[config.mk]
export PLATFORM = sky130hd
export DESIGN_NAME = hbd_bridge_ctrl
export DESIGN_NICKNAME = d
export VERILOG_FILES = /design/src/hw/hbd_pkg.sv /design/src/hw/hbd_bridge_ctrl.sv /design/src/hw/hbd_timer.sv
export SDC_FILE = /design/constraint.sdc
export NUM_CORES = 1
export LEC_CHECK = 0
export ABC_AREA = 1
export BUFFER_PORTS_ARGS = -buffer_cell sky130_fd_sc_hd__buf_2
export CAP_MARGIN = 10
export CORE_AREA = 10 10 224 226
export DETAILED_ROUTE_END_ITERATION = 12
export DIE_AREA = 0 0 234 236
export PLACE_DENSITY = 0.56
export SYNTH_ARGS = -nofsm -noshare
export SYNTH_HDL_FRONTEND = slang
export SYNTH_SLANG_ARGS = --single-unit
[constraint.sdc]
create_clock -name pclk -period 16.3 [get_ports pclk]
set_input_delay 3.26 -clock pclk [delete_from_list [all_inputs] [get_ports pclk]]
set_output_delay 3.26 -clock pclk [all_outputs]
set_load 0.005 [all_outputs]
[src/hw/hbd_pkg.sv]
// Shared constants for the H-bridge drive control block
//
// Summary of operation
// - Enable low: both nodes high impedance, coast.
// - Enable, inputs 00: both nodes low.
// - Enable, inputs 10: A high, B low.
// - Enable, inputs 01: A low, B high.
// - Enable, inputs 11: both nodes high.
// - Sleep low: outputs off, bias, pump off.
// - Floating sleep input means sleep.
// - Normal operation within 2.7ms after wake.
// - Fault output asserted on any protection.
// - Thermal or undervoltage: bridge off until cleared.
// - Trip current exceeded: force decay, fixed interval.
// - Monitor output asserted while loop controls bridge.
// - Sense replica only while low side on.
// - Sense replica zero during blanking.
// - Slow decay turns on both low sides.
// - Decay select: slow, 30%, 60%, fast.
// - Trip level table, 100% down to 0%.
// - Direction input change restarts off interval.
// - Overcurrent: off 3ms, retry, repeat.
package hbd_pkg;
  // Clock and reference tick
  localparam int CLK_MHZ       = 200;
  localparam int TICK_NS       = 100;
  localparam int TICK_CYCLES   = TICK_NS * CLK_MHZ / 1000;
  localparam int TICK_W        = 8;
  // Documented durations in their own units
  localparam int WAKE_TIME_US  = 2700;
  localparam int RETRY_TIME_US = 3000;
  localparam int OFF_TIME_NS   = 20000;
  localparam int BLANK_TIME_NS = 2500;
  // Durations as tick counts: longest time rounds down, least time up
  localparam int WAKE_TICKS    = WAKE_TIME_US * 1000 / TICK_NS;
  localparam int RETRY_TICKS   = (RETRY_TIME_US * 1000 + TICK_NS - 1) / TICK_NS;
  localparam int TMR_W         = 16;
  localparam logic [TMR_W-1:0] OFF_TICKS_RST   = 16'((OFF_TIME_NS + TICK_NS - 1) / TICK_NS);
  localparam logic [TMR_W-1:0] BLANK_TICKS_RST = 16'((BLANK_TIME_NS + TICK_NS - 1) / TICK_NS);
  // Register byte offsets
  localparam logic [11:0] CTRL_OFS   = 12'h000;
  localparam logic [11:0] OFF_OFS    = 12'h004;
  localparam logic [11:0] BLANK_OFS  = 12'h008;
  localparam logic [11:0] STATUS_OFS = 12'h00c;
  // Control register layout and reset
  localparam int          CTRL_REG_EN_BIT = 0;
  localparam logic [31:0] CTRL_RST        = 32'h0000_0001;
  // Decay select codes and fast share in percent
  localparam logic [1:0]  DECAY_SLOW  = 2'h0;
  localparam logic [1:0]  DECAY_MIX30 = 2'h1;
  localparam logic [1:0]  DECAY_MIX60 = 2'h2;
  localparam logic [1:0]  DECAY_FAST  = 2'h3;
  localparam int          PCT_MIX30   = 30;
  localparam int          PCT_MIX60   = 60;
  localparam int          PCT_FULL    = 100;
  // Switch pattern {a_hs, a_ls, b_hs, b_ls}
  localparam logic [3:0]  DRV_HIZ      = 4'h0;
  localparam logic [3:0]  DRV_BRAKE_LO = 4'h5;
  localparam logic [3:0]  DRV_FWD      = 4'h9;
  localparam logic [3:0]  DRV_REV      = 4'h6;
  localparam logic [3:0]  DRV_BRAKE_HI = 4'ha;
  // Trip level in per mille of full scale, code 15 leftmost
  localparam logic [15:0][9:0] TRIP_PERMILLE = {
    10'h000, 10'h066, 10'h0cd, 10'h133, 10'h199, 10'h1f8, 10'h24f, 10'h29d,
    10'h2e4, 10'h32b, 10'h362, 10'h391, 10'h3b9, 10'h3d0, 10'h3e0, 10'h3e8};
endpackage

[src/hw/hbd_bridge_ctrl.sv]
// H-bridge drive control: decode, sleep, protection, current regulation, APB
`timescale 1ns/1ps
module hbd_bridge_ctrl
  import hbd_pkg::*;
#(
  parameter logic [TMR_W-1:0] WAKE_TICKS_P  = 16'(WAKE_TICKS),
  parameter logic [TMR_W-1:0] RETRY_TICKS_P = 16'(RETRY_TICKS)
) (
  // APB slave
  input  wire logic        pclk,
  input  wire logic        presetn,
  input  wire logic        psel,
  input  wire logic        penable,
  input  wire logic        pwrite,
  input  wire logic [11:0] paddr,
  input  wire logic [31:0] pwdata,
  input  wire logic [3:0]  pstrb,
  output logic      [31:0] prdata,
  output logic             pready,
  output logic             pslverr,
  // Logic input pins
  input  wire logic        bridge_enable,
  input  wire logic        direction_in_a,
  input  wire logic        direction_in_b,
  input  wire logic        sleep_n,
  input  wire logic [1:0]  decay_select,
  input  wire logic [3:0]  trip_level_select,
  // Analog comparator results
  input  wire logic        trip_compare,
  input  wire logic        overcurrent_guard_det,
  input  wire logic        thermal_cutout_det,
  input  wire logic        supply_low_lockout_det,
  // Bridge switch controls
  output logic             node_a_hs_on,
  output logic             node_a_ls_on,
  output logic             node_b_hs_on,
  output logic             node_b_ls_on,
  // Sense replica gates and trip level
  output logic             sense_replica_a,
  output logic             sense_replica_b,
  output logic      [9:0]  trip_current_level,
  // Open-drain status pins
  output logic             fault_n_o,
  output logic             fault_n_oe,
  output logic             regulation_active_monitor_n_o,
  output logic             regulation_active_monitor_n_oe,
  // Power domain controls
  output logic             charge_pump_en,
  output logic             bias_en
);
  // Synchroniser stages for all pins
  logic [13:0] sync1_reg;
  logic [13:0] sync2_reg;
  // Synchronised pin values
  logic        en_s, dir_a_s, dir_b_s, sleep_s, trip_s, ocp_s, therm_s, uv_s;
  logic [1:0]  decay_s;
  logic [3:0]  trip_level_select_s;
  // Reference tick divider
  logic [TICK_W-1:0] tick_cnt_reg;
  logic              tick_reg;
  // Software registers
  logic [31:0]      ctrl_reg;
  logic [TMR_W-1:0] off_reg;
  logic [TMR_W-1:0] blank_reg;
  logic [31:0]      prdata_reg;
  // Timers
  logic [TMR_W-1:0] wake_cnt, retry_cnt, off_cnt, blank_cnt;
  logic             wake_busy, retry_busy, off_busy, blank_busy;
  logic             wake_load, retry_load, off_load, blank_load;
  logic [TMR_W-1:0] off_load_val;
  // Bridge state
  logic [3:0]  drive_reg;
  logic [3:0]  drive_next;
  logic [1:0]  dir_prev_reg;
  logic [1:0]  dir_cap_reg;
  logic        awake_ready, prot, block, reg_en, trip_start, dir_change;
  logic        fast_phase;
  logic [31:0] fast_full;
  logic [16:0] fast_ticks;
  // Bus decode
  logic        wr_en, rd_setup, addr_ok;
  logic [31:0] status_word, rd_word, wr_word;

  // Two-flop synchroniser; reset low means asleep until the pin is driven
  always_ff @(posedge pclk or negedge presetn) begin
    if (!presetn) begin
      sync1_reg <= '0;
      sync2_reg <= '0;
    end else begin
      sync1_reg <= {supply_low_lockout_det, thermal_cutout_det, overcurrent_guard_det, trip_compare,
                    trip_level_select, decay_select, sleep_n, direction_in_b,
                    direction_in_a, bridge_enable};
      sync2_reg <= sync1_reg;
    end
  end

  // Unpack the second stage
  assign {uv_s, therm_s, ocp_s, trip_s, trip_level_select_s, decay_s, sleep_s, dir_b_s, dir_a_s, en_s} =
    sync2_reg;

  // Reference tick: one pulse every TICK_CYCLES clocks
  always_ff @(posedge pclk or negedge presetn) begin
    if (!presetn) begin
      tick_cnt_reg <= '0;
      tick_reg     <= 1'b0;
    end else if (tick_cnt_reg == TICK_W'(TICK_CYCLES - 1)) begin
      tick_cnt_reg <= '0;
      tick_reg     <= 1'b1;
    end else begin
      tick_cnt_reg <= tick_cnt_reg + 1'b1;
      tick_reg     <= 1'b0;
    end
  end

  // Wake timer held loaded while asleep, runs out after release
  assign wake_load   = !sleep_s;
  assign awake_ready = sleep_s && !wake_busy;

  hbd_timer #(.W(TMR_W)) u_wake (
    .pclk     (pclk),
    .presetn  (presetn),
    .tick     (tick_reg),
    .load     (wake_load),
    .load_val (WAKE_TICKS_P),
    .count    (wake_cnt),
    .busy     (wake_busy)
  );

  // Overcurrent retry: start a high-impedance hold, repeat while it persists
  assign retry_load = ocp_s && !retry_busy;

  hbd_timer #(.W(TMR_W)) u_retry (
    .pclk     (pclk),
    .presetn  (presetn),
    .tick     (tick_reg),
    .load     (retry_load),
    .load_val (RETRY_TICKS_P),
    .count    (retry_cnt),
    .busy     (retry_busy)
  );

  // Conditions that stop the regulation loop
  assign reg_en = ctrl_reg[CTRL_REG_EN_BIT];
  assign prot   = therm_s || uv_s || ocp_s || retry_busy;
  assign block  = !awake_ready || prot || !en_s || !reg_en;

  // Trip is ignored while blanking and only while the bridge energises
  assign dir_change = ({dir_a_s, dir_b_s} != dir_prev_reg);
  assign trip_start = trip_s && !blank_busy && !off_busy && !block &&
                      ((drive_reg == DRV_FWD) || (drive_reg == DRV_REV));

  // Off interval loads on trip, restarts on direction change, clears when blocked
  assign off_load     = trip_start || (off_busy && (dir_change || block));
  assign off_load_val = block ? '0 : off_reg;

  hbd_timer #(.W(TMR_W)) u_off (
    .pclk     (pclk),
    .presetn  (presetn),
    .tick     (tick_reg),
    .load     (off_load),
    .load_val (off_load_val),
    .count    (off_cnt),
    .busy     (off_busy)
  );

  // Fast share of the off interval from the decay select
  always_comb begin
    fast_full = 32'h0;
    unique case (decay_s)
      DECAY_SLOW:  fast_full = 32'h0;
      DECAY_MIX30: fast_full = 32'(off_reg) * 32'(PCT_MIX30) / 32'(PCT_FULL);
      DECAY_MIX60: fast_full = 32'(off_reg) * 32'(PCT_MIX60) / 32'(PCT_FULL);
      DECAY_FAST:  fast_full = 32'(off_reg);
    endcase
  end

  // Fast part comes first: fast while elapsed ticks are below the share
  assign fast_ticks = fast_full[16:0];
  assign fast_phase = off_busy && (({1'b0, off_cnt} + fast_ticks) > {1'b0, off_reg});

  // Direction history for change detection and captured drive at trip
  always_ff @(posedge pclk or negedge presetn) begin
    if (!presetn) begin
      dir_prev_reg <= 2'h0;
      dir_cap_reg  <= 2'h0;
    end else begin
      dir_prev_reg <= {dir_a_s, dir_b_s};
      if (off_load) begin
        dir_cap_reg <= {dir_a_s, dir_b_s};
      end
    end
  end

  // Output switch pattern by priority: sleep, protection, enable, loop, decode
  always_comb begin
    drive_next = DRV_HIZ;
    if (!awake_ready) begin
      drive_next = DRV_HIZ;
    end else if (prot) begin
      drive_next = DRV_HIZ;
    end else if (!en_s) begin
      drive_next = DRV_HIZ;
    end else if (off_busy) begin
      // Fast decay reverses the bridge, slow decay grounds both terminals
      if (fast_phase && (dir_cap_reg == 2'h2)) begin
        drive_next = DRV_REV;
      end else if (fast_phase && (dir_cap_reg == 2'h1)) begin
        drive_next = DRV_FWD;
      end else begin
        drive_next = DRV_BRAKE_LO;
      end
    end else begin
      unique case ({dir_a_s, dir_b_s})
        2'h0: drive_next = DRV_BRAKE_LO;
        2'h2: drive_next = DRV_FWD;
        2'h1: drive_next = DRV_REV;
        2'h3: drive_next = DRV_BRAKE_HI;
      endcase
    end
  end

  // Any change of switch pattern is a switching event
  assign blank_load = (drive_next != drive_reg);

  hbd_timer #(.W(TMR_W)) u_blank (
    .pclk     (pclk),
    .presetn  (presetn),
    .tick     (tick_reg),
    .load     (blank_load),
    .load_val (blank_reg),
    .count    (blank_cnt),
    .busy     (blank_busy)
  );

  // Registered switch controls and sense gates
  always_ff @(posedge pclk or negedge presetn) begin
    if (!presetn) begin
      drive_reg       <= DRV_HIZ;
      sense_replica_a <= 1'b0;
      sense_replica_b <= 1'b0;
    end else begin
      drive_reg       <= drive_next;
      sense_replica_a <= drive_next[2] && !blank_busy && !blank_load;
      sense_replica_b <= drive_next[0] && !blank_busy && !blank_load;
    end
  end

  assign {node_a_hs_on, node_a_ls_on, node_b_hs_on, node_b_ls_on} = drive_reg;

  // Open-drain pins, trip level and power controls
  always_ff @(posedge pclk or negedge presetn) begin
    if (!presetn) begin
      fault_n_oe                     <= 1'b0;
      regulation_active_monitor_n_oe <= 1'b0;
      trip_current_level             <= 10'h000;
      charge_pump_en                 <= 1'b0;
      bias_en                        <= 1'b0;
    end else begin
      fault_n_oe                     <= therm_s || uv_s || ocp_s || retry_busy;
      regulation_active_monitor_n_oe <= off_busy;
      trip_current_level             <= TRIP_PERMILLE[trip_level_select_s];
      charge_pump_en                 <= sleep_s;
      bias_en                        <= sleep_s;
    end
  end

  // Open-drain pins only ever pull low
  assign fault_n_o                     = 1'b0;
  assign regulation_active_monitor_n_o = 1'b0;

  // Byte-lane merge for writes
  function automatic logic [31:0] merge_bytes(input logic [31:0] old_v,
                                              input logic [31:0] new_v,
                                              input logic [3:0]  strb);
    logic [31:0] r;
    r = old_v;
    for (int i = 0; i < 4; i++) begin
      if (strb[i]) begin
        r[i*8 +: 8] = new_v[i*8 +: 8];
      end
    end
    return r;
  endfunction

  // Write word: current contents of the addressed register merged with the new lanes
  assign wr_word = merge_bytes(rd_word, pwdata, pstrb);

  // Bus decode
  assign addr_ok  = (paddr == CTRL_OFS) || (paddr == OFF_OFS) ||
                    (paddr == BLANK_OFS) || (paddr == STATUS_OFS);
  assign wr_en    = psel && penable && pwrite && addr_ok;
  assign rd_setup = psel && !penable && !pwrite;
  assign pready   = 1'b1;
  assign pslverr  = psel && penable && !addr_ok;

  // Writable registers; status writes are ignored
  always_ff @(posedge pclk or negedge presetn) begin
    if (!presetn) begin
      ctrl_reg  <= CTRL_RST;
      off_reg   <= OFF_TICKS_RST;
      blank_reg <= BLANK_TICKS_RST;
    end else if (wr_en) begin
      unique case (paddr)
        CTRL_OFS:  ctrl_reg  <= wr_word & CTRL_RST;
        OFF_OFS:   off_reg   <= wr_word[TMR_W-1:0];
        BLANK_OFS: blank_reg <= wr_word[TMR_W-1:0];
        default:   ctrl_reg  <= ctrl_reg;
      endcase
    end
  end

  // Status word: fields from bit 31 downward as listed
  assign status_word = {6'h00, trip_current_level, 2'h0, trip_level_select_s, decay_s, blank_busy,
                        fast_phase, off_busy, retry_busy, uv_s, therm_s, !sleep_s,
                        awake_ready};

  // Read mux, unused bits read as zero
  always_comb begin
    rd_word = 32'h0;
    if (paddr == CTRL_OFS) begin
      rd_word = ctrl_reg;
    end else if (paddr == OFF_OFS) begin
      rd_word = {16'h0, off_reg};
    end else if (paddr == BLANK_OFS) begin
      rd_word = {16'h0, blank_reg};
    end else if (paddr == STATUS_OFS) begin
      rd_word = status_word;
    end
  end

  // Read data captured in the setup cycle, stable through access
  always_ff @(posedge pclk or negedge presetn) begin
    if (!presetn) begin
      prdata_reg <= 32'h0;
    end else if (rd_setup) begin
      prdata_reg <= rd_word;
    end
  end

  assign prdata = prdata_reg;
endmodule

[src/hw/hbd_timer.sv]
// Down counter stepped by the reference tick
`timescale 1ns/1ps
module hbd_timer #(
  parameter int W = 16
) (
  // Clock and reset
  input  wire logic         pclk,
  input  wire logic         presetn,
  // Control
  input  wire logic         tick,
  input  wire logic         load,
  input  wire logic [W-1:0] load_val,
  // Status
  output logic      [W-1:0] count,
  output logic              busy
);
  // Load wins over counting; stops at zero
  always_ff @(posedge pclk or negedge presetn) begin
    if (!presetn) begin
      count <= '0;
    end else if (load) begin
      count <= load_val;
    end else if (tick && busy) begin
      count <= count - 1'b1;
    end
  end

  // Running while nonzero
  assign busy = (count != '0);
endmodule

-- Word level (Yosys, flattened, before mapping)
Memories as Yosys holds them, arrays and structs flattened. A register that Yosys moved wholly into a read port is not among the register bits.
Cells that the tools add are included.
- register bits after elaboration: 179
- bits in read-only memories: 160
- input port bits: 67
- output and inout port bits: 56
- logic and storage cells: 137
- memories: 1
- memory list (name ; depth ; width ; read ports ; clocked after Yosys merged registers in ; wr ports ; RTL line ; RTL):
    (no name shown) ; 16 ; 10 ; 1 ; 1 ; 0 ; hbd_bridge_ctrl.sv:261 ; trip_current_level <= TRIP_PERMILLE[trip_level_select_s];
- add/subtract/negate cells: 6
- $mul: 2
- divide/modulo/power cells: 2
- order comparisons: 1
- equality and inequality tests: 17
- mux-type cells: 25
- reduce and logical (&&, ||, !) cells: 63
- operator list (operator ; number):
    two-way mux 16 bit ; 9
    two-way mux 26 bit ; 4
    one-hot mux 17 bit (4 select lines) ; 1
    nonzero test 16 bit ; 4
    subtractor 16 x 1 -> 16 bit, second input constant ; 4
    multiplier 16 x 4 -> 20 bit, second input constant ; 2
    divider 21 x 7 -> 32 bit, second input constant ; 1
    divider 22 x 7 -> 32 bit, second input constant ; 1
    == test 12 x 4 -> 1 bit, second input constant ; 2
    logical AND 1 bit ; 24
    two-way mux 4 bit ; 6
    two-way mux 8 bit ; 3
    adder 16 x 17 -> 17 bit ; 1
    > comparator 17 x 16 -> 1 bit ; 1
    one-hot mux 4 bit (4 select lines) ; 1
    zero test 1 bit ; 14
    == test 12 x 3 -> 1 bit, second input constant ; 1
    zero test 12 bit ; 1
    logical OR 1 bit ; 12
    == test 2 bit, second input constant ; 5
    adder 8 x 1 -> 8 bit, second input constant ; 1
    == test 8 x 5 -> 1 bit, second input constant ; 1
    == test 2 x 1 -> 1 bit, second input constant ; 3
    AND reduction 2 bit ; 3
    other kinds (8) ; 11

-- Depth between registers and ports, before layout
- depth after elaboration: 16
- gate-level depth with buffers: 133
- gate-level depth less buffers: 133

-- Modules after synthesis
A second synthesis with hierarchy kept.
- cell total of the unflattened synthesis: 2258
- area, all modules: 16036.6 um^2
- modules (own cells, without submodules) (module ; instances ; cells an instance ; area each (um^2) ; sequential area each (um^2)):
    hbd_bridge_ctrl ; 1 ; 1534 ; 10896.7 ; 2986.6
    hbd_timer ; 4 ; 181 ; 1285.0 ; 400.4

-- Least setup slack after synthesis
No wires, ideal clock.
- path type: reg-to-reg
- from: register off_reg[7]
- to: register u_blank.count[4]
- setup time: 0.088 ns
- arrival time: 13.469 ns
- required time: 16.212 ns
- setup slack: 2.743 ns
- cell stages (with the launch flop): 119
- clock period less this slack: 13.557 ns
- cells stage by stage: dfstp_2 > inv_1 > fa_1 > inv_1 > fa_1 > ha_1 > nand2_1 > inv_1 > nand2_1 > nand2_1 > inv_1 > nand3_2 > nand2_1 > nand2_1 > nand2_1 > nand3_1 > nor2_2 > nand2_2 > [83 not listed] > nand2_1 > inv_1 > a221oi_1 > o21ai_0 > a21oi_1 > a21oi_1 > nor3_1 > nor2_1 > nand3_1 > o21ai_0 > inv_1 > nor2_1 > xor2_1 > nor2_1 > nand2_1 > nor2_1 > clkinv_1 > o211ai_1
- elaborated cells between the ends (all ways): 19
- classes of those cells: add/sub (1); mul (2); div (2); order compare (1); eq/ne (1); mux (8); reduce/logical (4)
- RTL lines (element ; RTL line ; RTL):
    start: declaration ; hbd_bridge_ctrl.sv:63 ; logic [TMR_W-1:0] off_reg;
    start signal: assignment ; hbd_bridge_ctrl.sv:305 ; OFF_OFS: off_reg <= wr_word[TMR_W-1:0];
    multiplier 16 x 4 -> 20 bit ; hbd_bridge_ctrl.sv:171, hbd_bridge_ctrl.sv:172 ;
    divider 22 x 7 -> 32 bit or divider 21 x 7 -> 32 bit (tied branches) ; hbd_bridge_ctrl.sv:172, hbd_bridge_ctrl.sv:171 ;
    one-hot mux 17 bit (4 select lines) ; hbd_bridge_ctrl.sv:169 ; unique case (decay_s)
    adder 16 x 17 -> 17 bit ; hbd_bridge_ctrl.sv:179 ; assign fast_phase = off_busy && (({1'b0, off_cnt} + fast_ticks) > {1'b0, off_reg});
    > comparator 17 x 16 -> 1 bit (*) ; hbd_bridge_ctrl.sv:179 ;
    logical AND 1 bit (*) ; hbd_bridge_ctrl.sv:179 ;
    logical AND 1 bit (*) ; hbd_bridge_ctrl.sv:205 ; if (fast_phase && (dir_cap_reg == 2'h2)) begin
    two-way mux 4 bit (*) ; hbd_bridge_ctrl.sv:205 ;
    two-way mux 4 bit (*) ; hbd_bridge_ctrl.sv:203 ; end else if (off_busy) begin
    two-way mux 4 bit (*) ; hbd_bridge_ctrl.sv:201 ; end else if (!en_s) begin
    two-way mux 4 bit (*) ; hbd_bridge_ctrl.sv:199 ; end else if (prot) begin
    two-way mux 4 bit (*) ; hbd_bridge_ctrl.sv:197 ; if (!awake_ready) begin
    net drive_next[1] ; hbd_bridge_ctrl.sv:73 ; logic [3:0] drive_next;
    != test 4 bit (*) ; hbd_bridge_ctrl.sv:223 ; assign blank_load = (drive_next != drive_reg);
    two-way mux 16 bit or nonzero test 2 bit (tied branches) ; -- ;
    end signal: assignment ; hbd_timer.sv:22 ; count <= load_val;
    end signal: assignment ; hbd_timer.sv:24 ; count <= count - 1'b1;
    end: declaration ; hbd_timer.sv:14 ; output logic [W-1:0] count,
Mark *: on every way through the listed nets, which the timed path passes. The rest lies on a longest branch.
A chain may end at the register's enable or synchronous reset.

-- Worst setup path after layout
- from: register off_reg[7]
- to: register u_blank.count[4]
- word-level cells in the longest chain between the ends: 15
- elaborated cells between the ends (all ways): 19
- classes of those cells: add/sub (1); mul (2); div (2); order compare (1); eq/ne (1); mux (8); reduce/logical (4)
- RTL lines (element ; RTL line ; RTL):
    multiplier 16 x 4 -> 20 bit ; hbd_bridge_ctrl.sv:171, hbd_bridge_ctrl.sv:172 ;
    divider 22 x 7 -> 32 bit or divider 21 x 7 -> 32 bit (tied branches) ; hbd_bridge_ctrl.sv:172, hbd_bridge_ctrl.sv:171 ;
    one-hot mux 17 bit (4 select lines) ; hbd_bridge_ctrl.sv:169 ;
    adder 16 x 17 -> 17 bit ; hbd_bridge_ctrl.sv:179 ;
    > comparator 17 x 16 -> 1 bit (*) ; hbd_bridge_ctrl.sv:179 ;
    logical AND 1 bit (*) ; hbd_bridge_ctrl.sv:179 ;
    logical AND 1 bit ; hbd_bridge_ctrl.sv:207 ; end else if (fast_phase && (dir_cap_reg == 2'h1)) begin
    two-way mux 4 bit ; hbd_bridge_ctrl.sv:207 ;
    two-way mux 4 bit (*) ; hbd_bridge_ctrl.sv:205 ;
    two-way mux 4 bit (*) ; hbd_bridge_ctrl.sv:203 ;
    two-way mux 4 bit (*) ; hbd_bridge_ctrl.sv:201 ;
    two-way mux 4 bit (*) ; hbd_bridge_ctrl.sv:199 ;
    two-way mux 4 bit (*) ; hbd_bridge_ctrl.sv:197 ;
    net drive_next[2] ; hbd_bridge_ctrl.sv:73 ;
    != test 4 bit (*) ; hbd_bridge_ctrl.sv:223 ;
    two-way mux 16 bit or nonzero test 2 bit (tied branches) ; -- ;
Marked as above.

==> flow_metrics.py <==
metrics = {
    "outcome": {
        "outcome": "finished, final reports clean",
    },
    "detailed_routing": {
        "vias": 13184,
        "drt_iter0_drc": 692,
        "vias_per_cell": 4.83,
        "wl_um": 38800,
        "wl_per_cell_um": 14.2,
        "first_pass_iters": 5,
        "drc": 0,
        "antenna_left": 0,
    },
    "die": {
        "dieArea_um2": 55200,
        "die_x_um": 234,
        "std_cell_rows": 79,
        "io_pins": 123,
        "start_util_pct": 31.6,
        "dieHeight_um": 236,
        "core_um2": 45900,
    },
    "critical_path": {
        "reg2regPathDepth": 119,
        "cp_top_family": "simple AND/OR/NAND/NOR gates",
        "worstSetupEndpointType": "register",
        "worstSetupPathType": "register to register",
        "path_depth": 119,
        "cp_num_buf_inv": 11,
        "required_ns": 16.66,
        "critical_path_arrival_ns": 15.37,
        "cp-start-kind": "register",
        "crit_path_max_fanout": 10,
        "cpPeakStageDelay_ns": 0.61,
        "slowest_stage": "dfstp_2",
        "r2r_setup_slack_ns": 1.29,
        "cp_common_cell": "nand2_4",
    },
    "synth": {
        "synthSimpleGateAreaFrac_pct": 31.1,
        "ys_types": 60,
        "synth_top_family_by_area": "simple AND/OR/NAND/NOR gates",
        "ys_seq_area_share_pct": 31.7,
        "synth_edf_count": 0,
        "yosys_warnings": 0,
        "syn_inst": 1995,
        "synth.area.mux_share_pct": 1.04,
        "yosys.area_share.adder_pct": 10.3,
        "syn_area_per_cell_um2": 7.26,
        "synth_xor_xnor_area_share_pct": 3.33,
        "ys_ff_latch": 183,
        "synth_compound_area_share_pct": 11.7,
        "synth-main-ff-cell": "dfrtp_1",
        "synthArstFlopShare_pct": 100,
        "syn_area_um2": 14500,
    },
    "cells_and_area": {
        "final_cell_mix": "nand2_1 (479), inv_1 (285), dfrtp_1 (171)",
        "largest_reg_flops": 26,
        "n_antenna_cell": 0,
        "drive_gt1_share_pct": 18.7,
        "area_growth_pct": 17.4,
        "layout_commonest_cell": "nand2_1",
        "nets": 2280,
    },
    "power": {
        "power_frac_comb_pct": 73.7,
        "irDropWorstVdd_mv": 0.441,
        "p_clk_share_pct": 13.1,
        "leakagePower_nw": 8.68,
        "p_int_w": 0.00170,
        "p_switching_w": 0.00187,
        "p_seq_share_pct": 13.2,
        "p_sw_share_pct": 52.4,
        "power_density_nw_per_um2": 210,
        "finalPower_w": 0.00357,
    },
    "clock_network": {
        "clk_pin_slew_worst_paths_ns": 0.07,
        "h-tree-depth": 4,
        "cts_made_buffers": 17,
        "numClockSinks": 183,
        "max-clock-path-buffers": 2,
        "clk_latency_ns": 0.44,
        "root_buffer": "clkbuf_16",
        "cts_tree": "yes",
        "ctsHoldBuffers": 0,
    },
    "global_route": {
        "grt.total_usage_pct": 13.7,
        "grt_max_degree": 111,
        "grt_pass1_vias": 12239,
        "grt_pass1_wl_um": 62200,
        "grt-ovfl-total": 0,
        "antenna_found_initial": 0,
    },
    "min_path": {
        "hold_depth": 0,
        "hold_class": "register to register",
    },
    "timing": {
        "period_minus_slack_ns": 15.01,
        "tightest_slew_ns": 0.993,
        "finalHoldViolations": 0,
        "min_period_over_period_pct": 92.1,
        "whs_ns": 0.349,
        "finalSetupViolCount": 0,
        "max_freq_mhz": 66.6,
        "slew_viol_final": 0,
        "fin_worst_skew_ns": 0.00906,
        "maxSlewHeadroom_pct": 33.5,
    },
    "flow_run": {
        "maxCapViolCount": 0,
    },
    "placed_design": {
        "io_buffers": 95,
        "place_hpwl_um": 30300,
        "gp_congestion": 0.863,
    },
}
[Yosys cell counts, types with 10 or more instances]
library cell / number / area share [%]
o21ai_0: 115 / 4.0
inv_2: 16 / 0.41
o21ai_1: 11 / 0.38
nor2_1: 132 / 3.4
nand3_1: 142 / 4.9
mux2i_1: 15 / 1.0
nand2_2: 57 / 2.5
nand2_4: 14 / 1.1
o221ai_1: 22 / 1.3
o21bai_1: 10 / 0.52
nand4_2: 10 / 0.86
a21oi_1: 75 / 2.6
nand2_1: 500 / 13
nor3_1: 32 / 1.1
nand4_1: 26 / 1.1
fa_1: 30 / 4.1
xor2_1: 36 / 2.2
dfrtp_1: 176 / 30
nor4_1: 15 / 0.65
ha_1: 71 / 6.1
clkbuf_1: 24 / 0.62
buf_4: 22 / 1.1
xnor2_1: 19 / 1.1
inv_1: 298 / 7.7
clkinv_1: 11 / 0.29
[cell type report]
type                            instances  area, um2
Inverter                              326       1260
Tap cell                              607        759
Clock inverter                         10        189
Fill cell                            4843      28900
Timing Repair Buffer                  145        863
Clock buffer                           22        474
Multi-Input combinational cell       1439       8850
Sequential cell                       183       4590
[power by group through the flow]
| stage | sequential (W) | combinational (W) | clock [W] |
|---|---|---|---|
| detailed placement | 0.000479 | 0.00243 | 0 |
| floorplan | 0.000476 | 0.00202 | 0 |
| CTS | 0.000471 | 0.00245 | 0.000475 |
| global route | 0.000472 | 0.00300 | 0.000494 |
| global placement | 0.000479 | 0.00238 | 0 |
| finish | 0.000471 | 0.00263 | 0.000466 |
[per-stage QoR]
stage / setup TNS [ns] / std cells / instance area (um2) / utilization, % / setup WS [ns]
after floorplan: 0 / 2002 / 14500 / - / 2.74
after global placement: 0 / 2668 / 15600 / 34.0 / 0.644
after detailed placement: 0 / 2668 / 15600 / 34.0 / 0.309
after CTS: 0 / 2700 / 16200 / 35.4 / 0.211
after global routing: -0.965 / 2732 / 17000 / 37.1 / -0.0901
final: 0 / 2732 / 17000 / 37.1 / 1.29
[per-layer routing]
metal / GRT usage [%] / part of all wire, % / vias to the layer above
met2: 23.2 / 49 / 213
met3: 2.10 / 3.5 / 35
met5: 0 / 0 / -
li1: - / - / 6675
met4: 3.77 / 1.6 / 0
met1: 17.5 / 45 / 6261
[final timing paths]
check | start | endpoint
setup / recovery | off_reg[7] | u_blank.count[4]
hold / removal | sync1_reg[0] | sync2_reg[0]
setup reg to reg | off_reg[7] | u_blank.count[4]
hold reg to reg | sync1_reg[0] | sync2_reg[0]
max in group asynchronous | presetn | off_reg[12]
min in group asynchronous | presetn | u_retry.count[11]
[cells by family (layout without fill, tap and decap cells)]
| kind of cell | count (synthesis) | after routing |
|---|---|---|
| AO/OA/AOI/OAI | 288 | 288 |
| buffers and inverters | 380 | 503 |
| multiplexers | 15 | 15 |
| adder cells (fa/ha/maj) | 101 | 101 |
| flip-flops | 183 | 183 |
| XOR/XNOR | 55 | 55 |
| other | 2 | 9 |
| AND/OR/NAND/NOR | 971 | 971 |
[what timing repair did]
item / in CTS / in global routing
buffers inserted: 0 / 32
resized for setup: 0 / 128
endpoints found under the setup margin: 0 / 25
No activity file was read; power rests on OpenSTA's default activity.
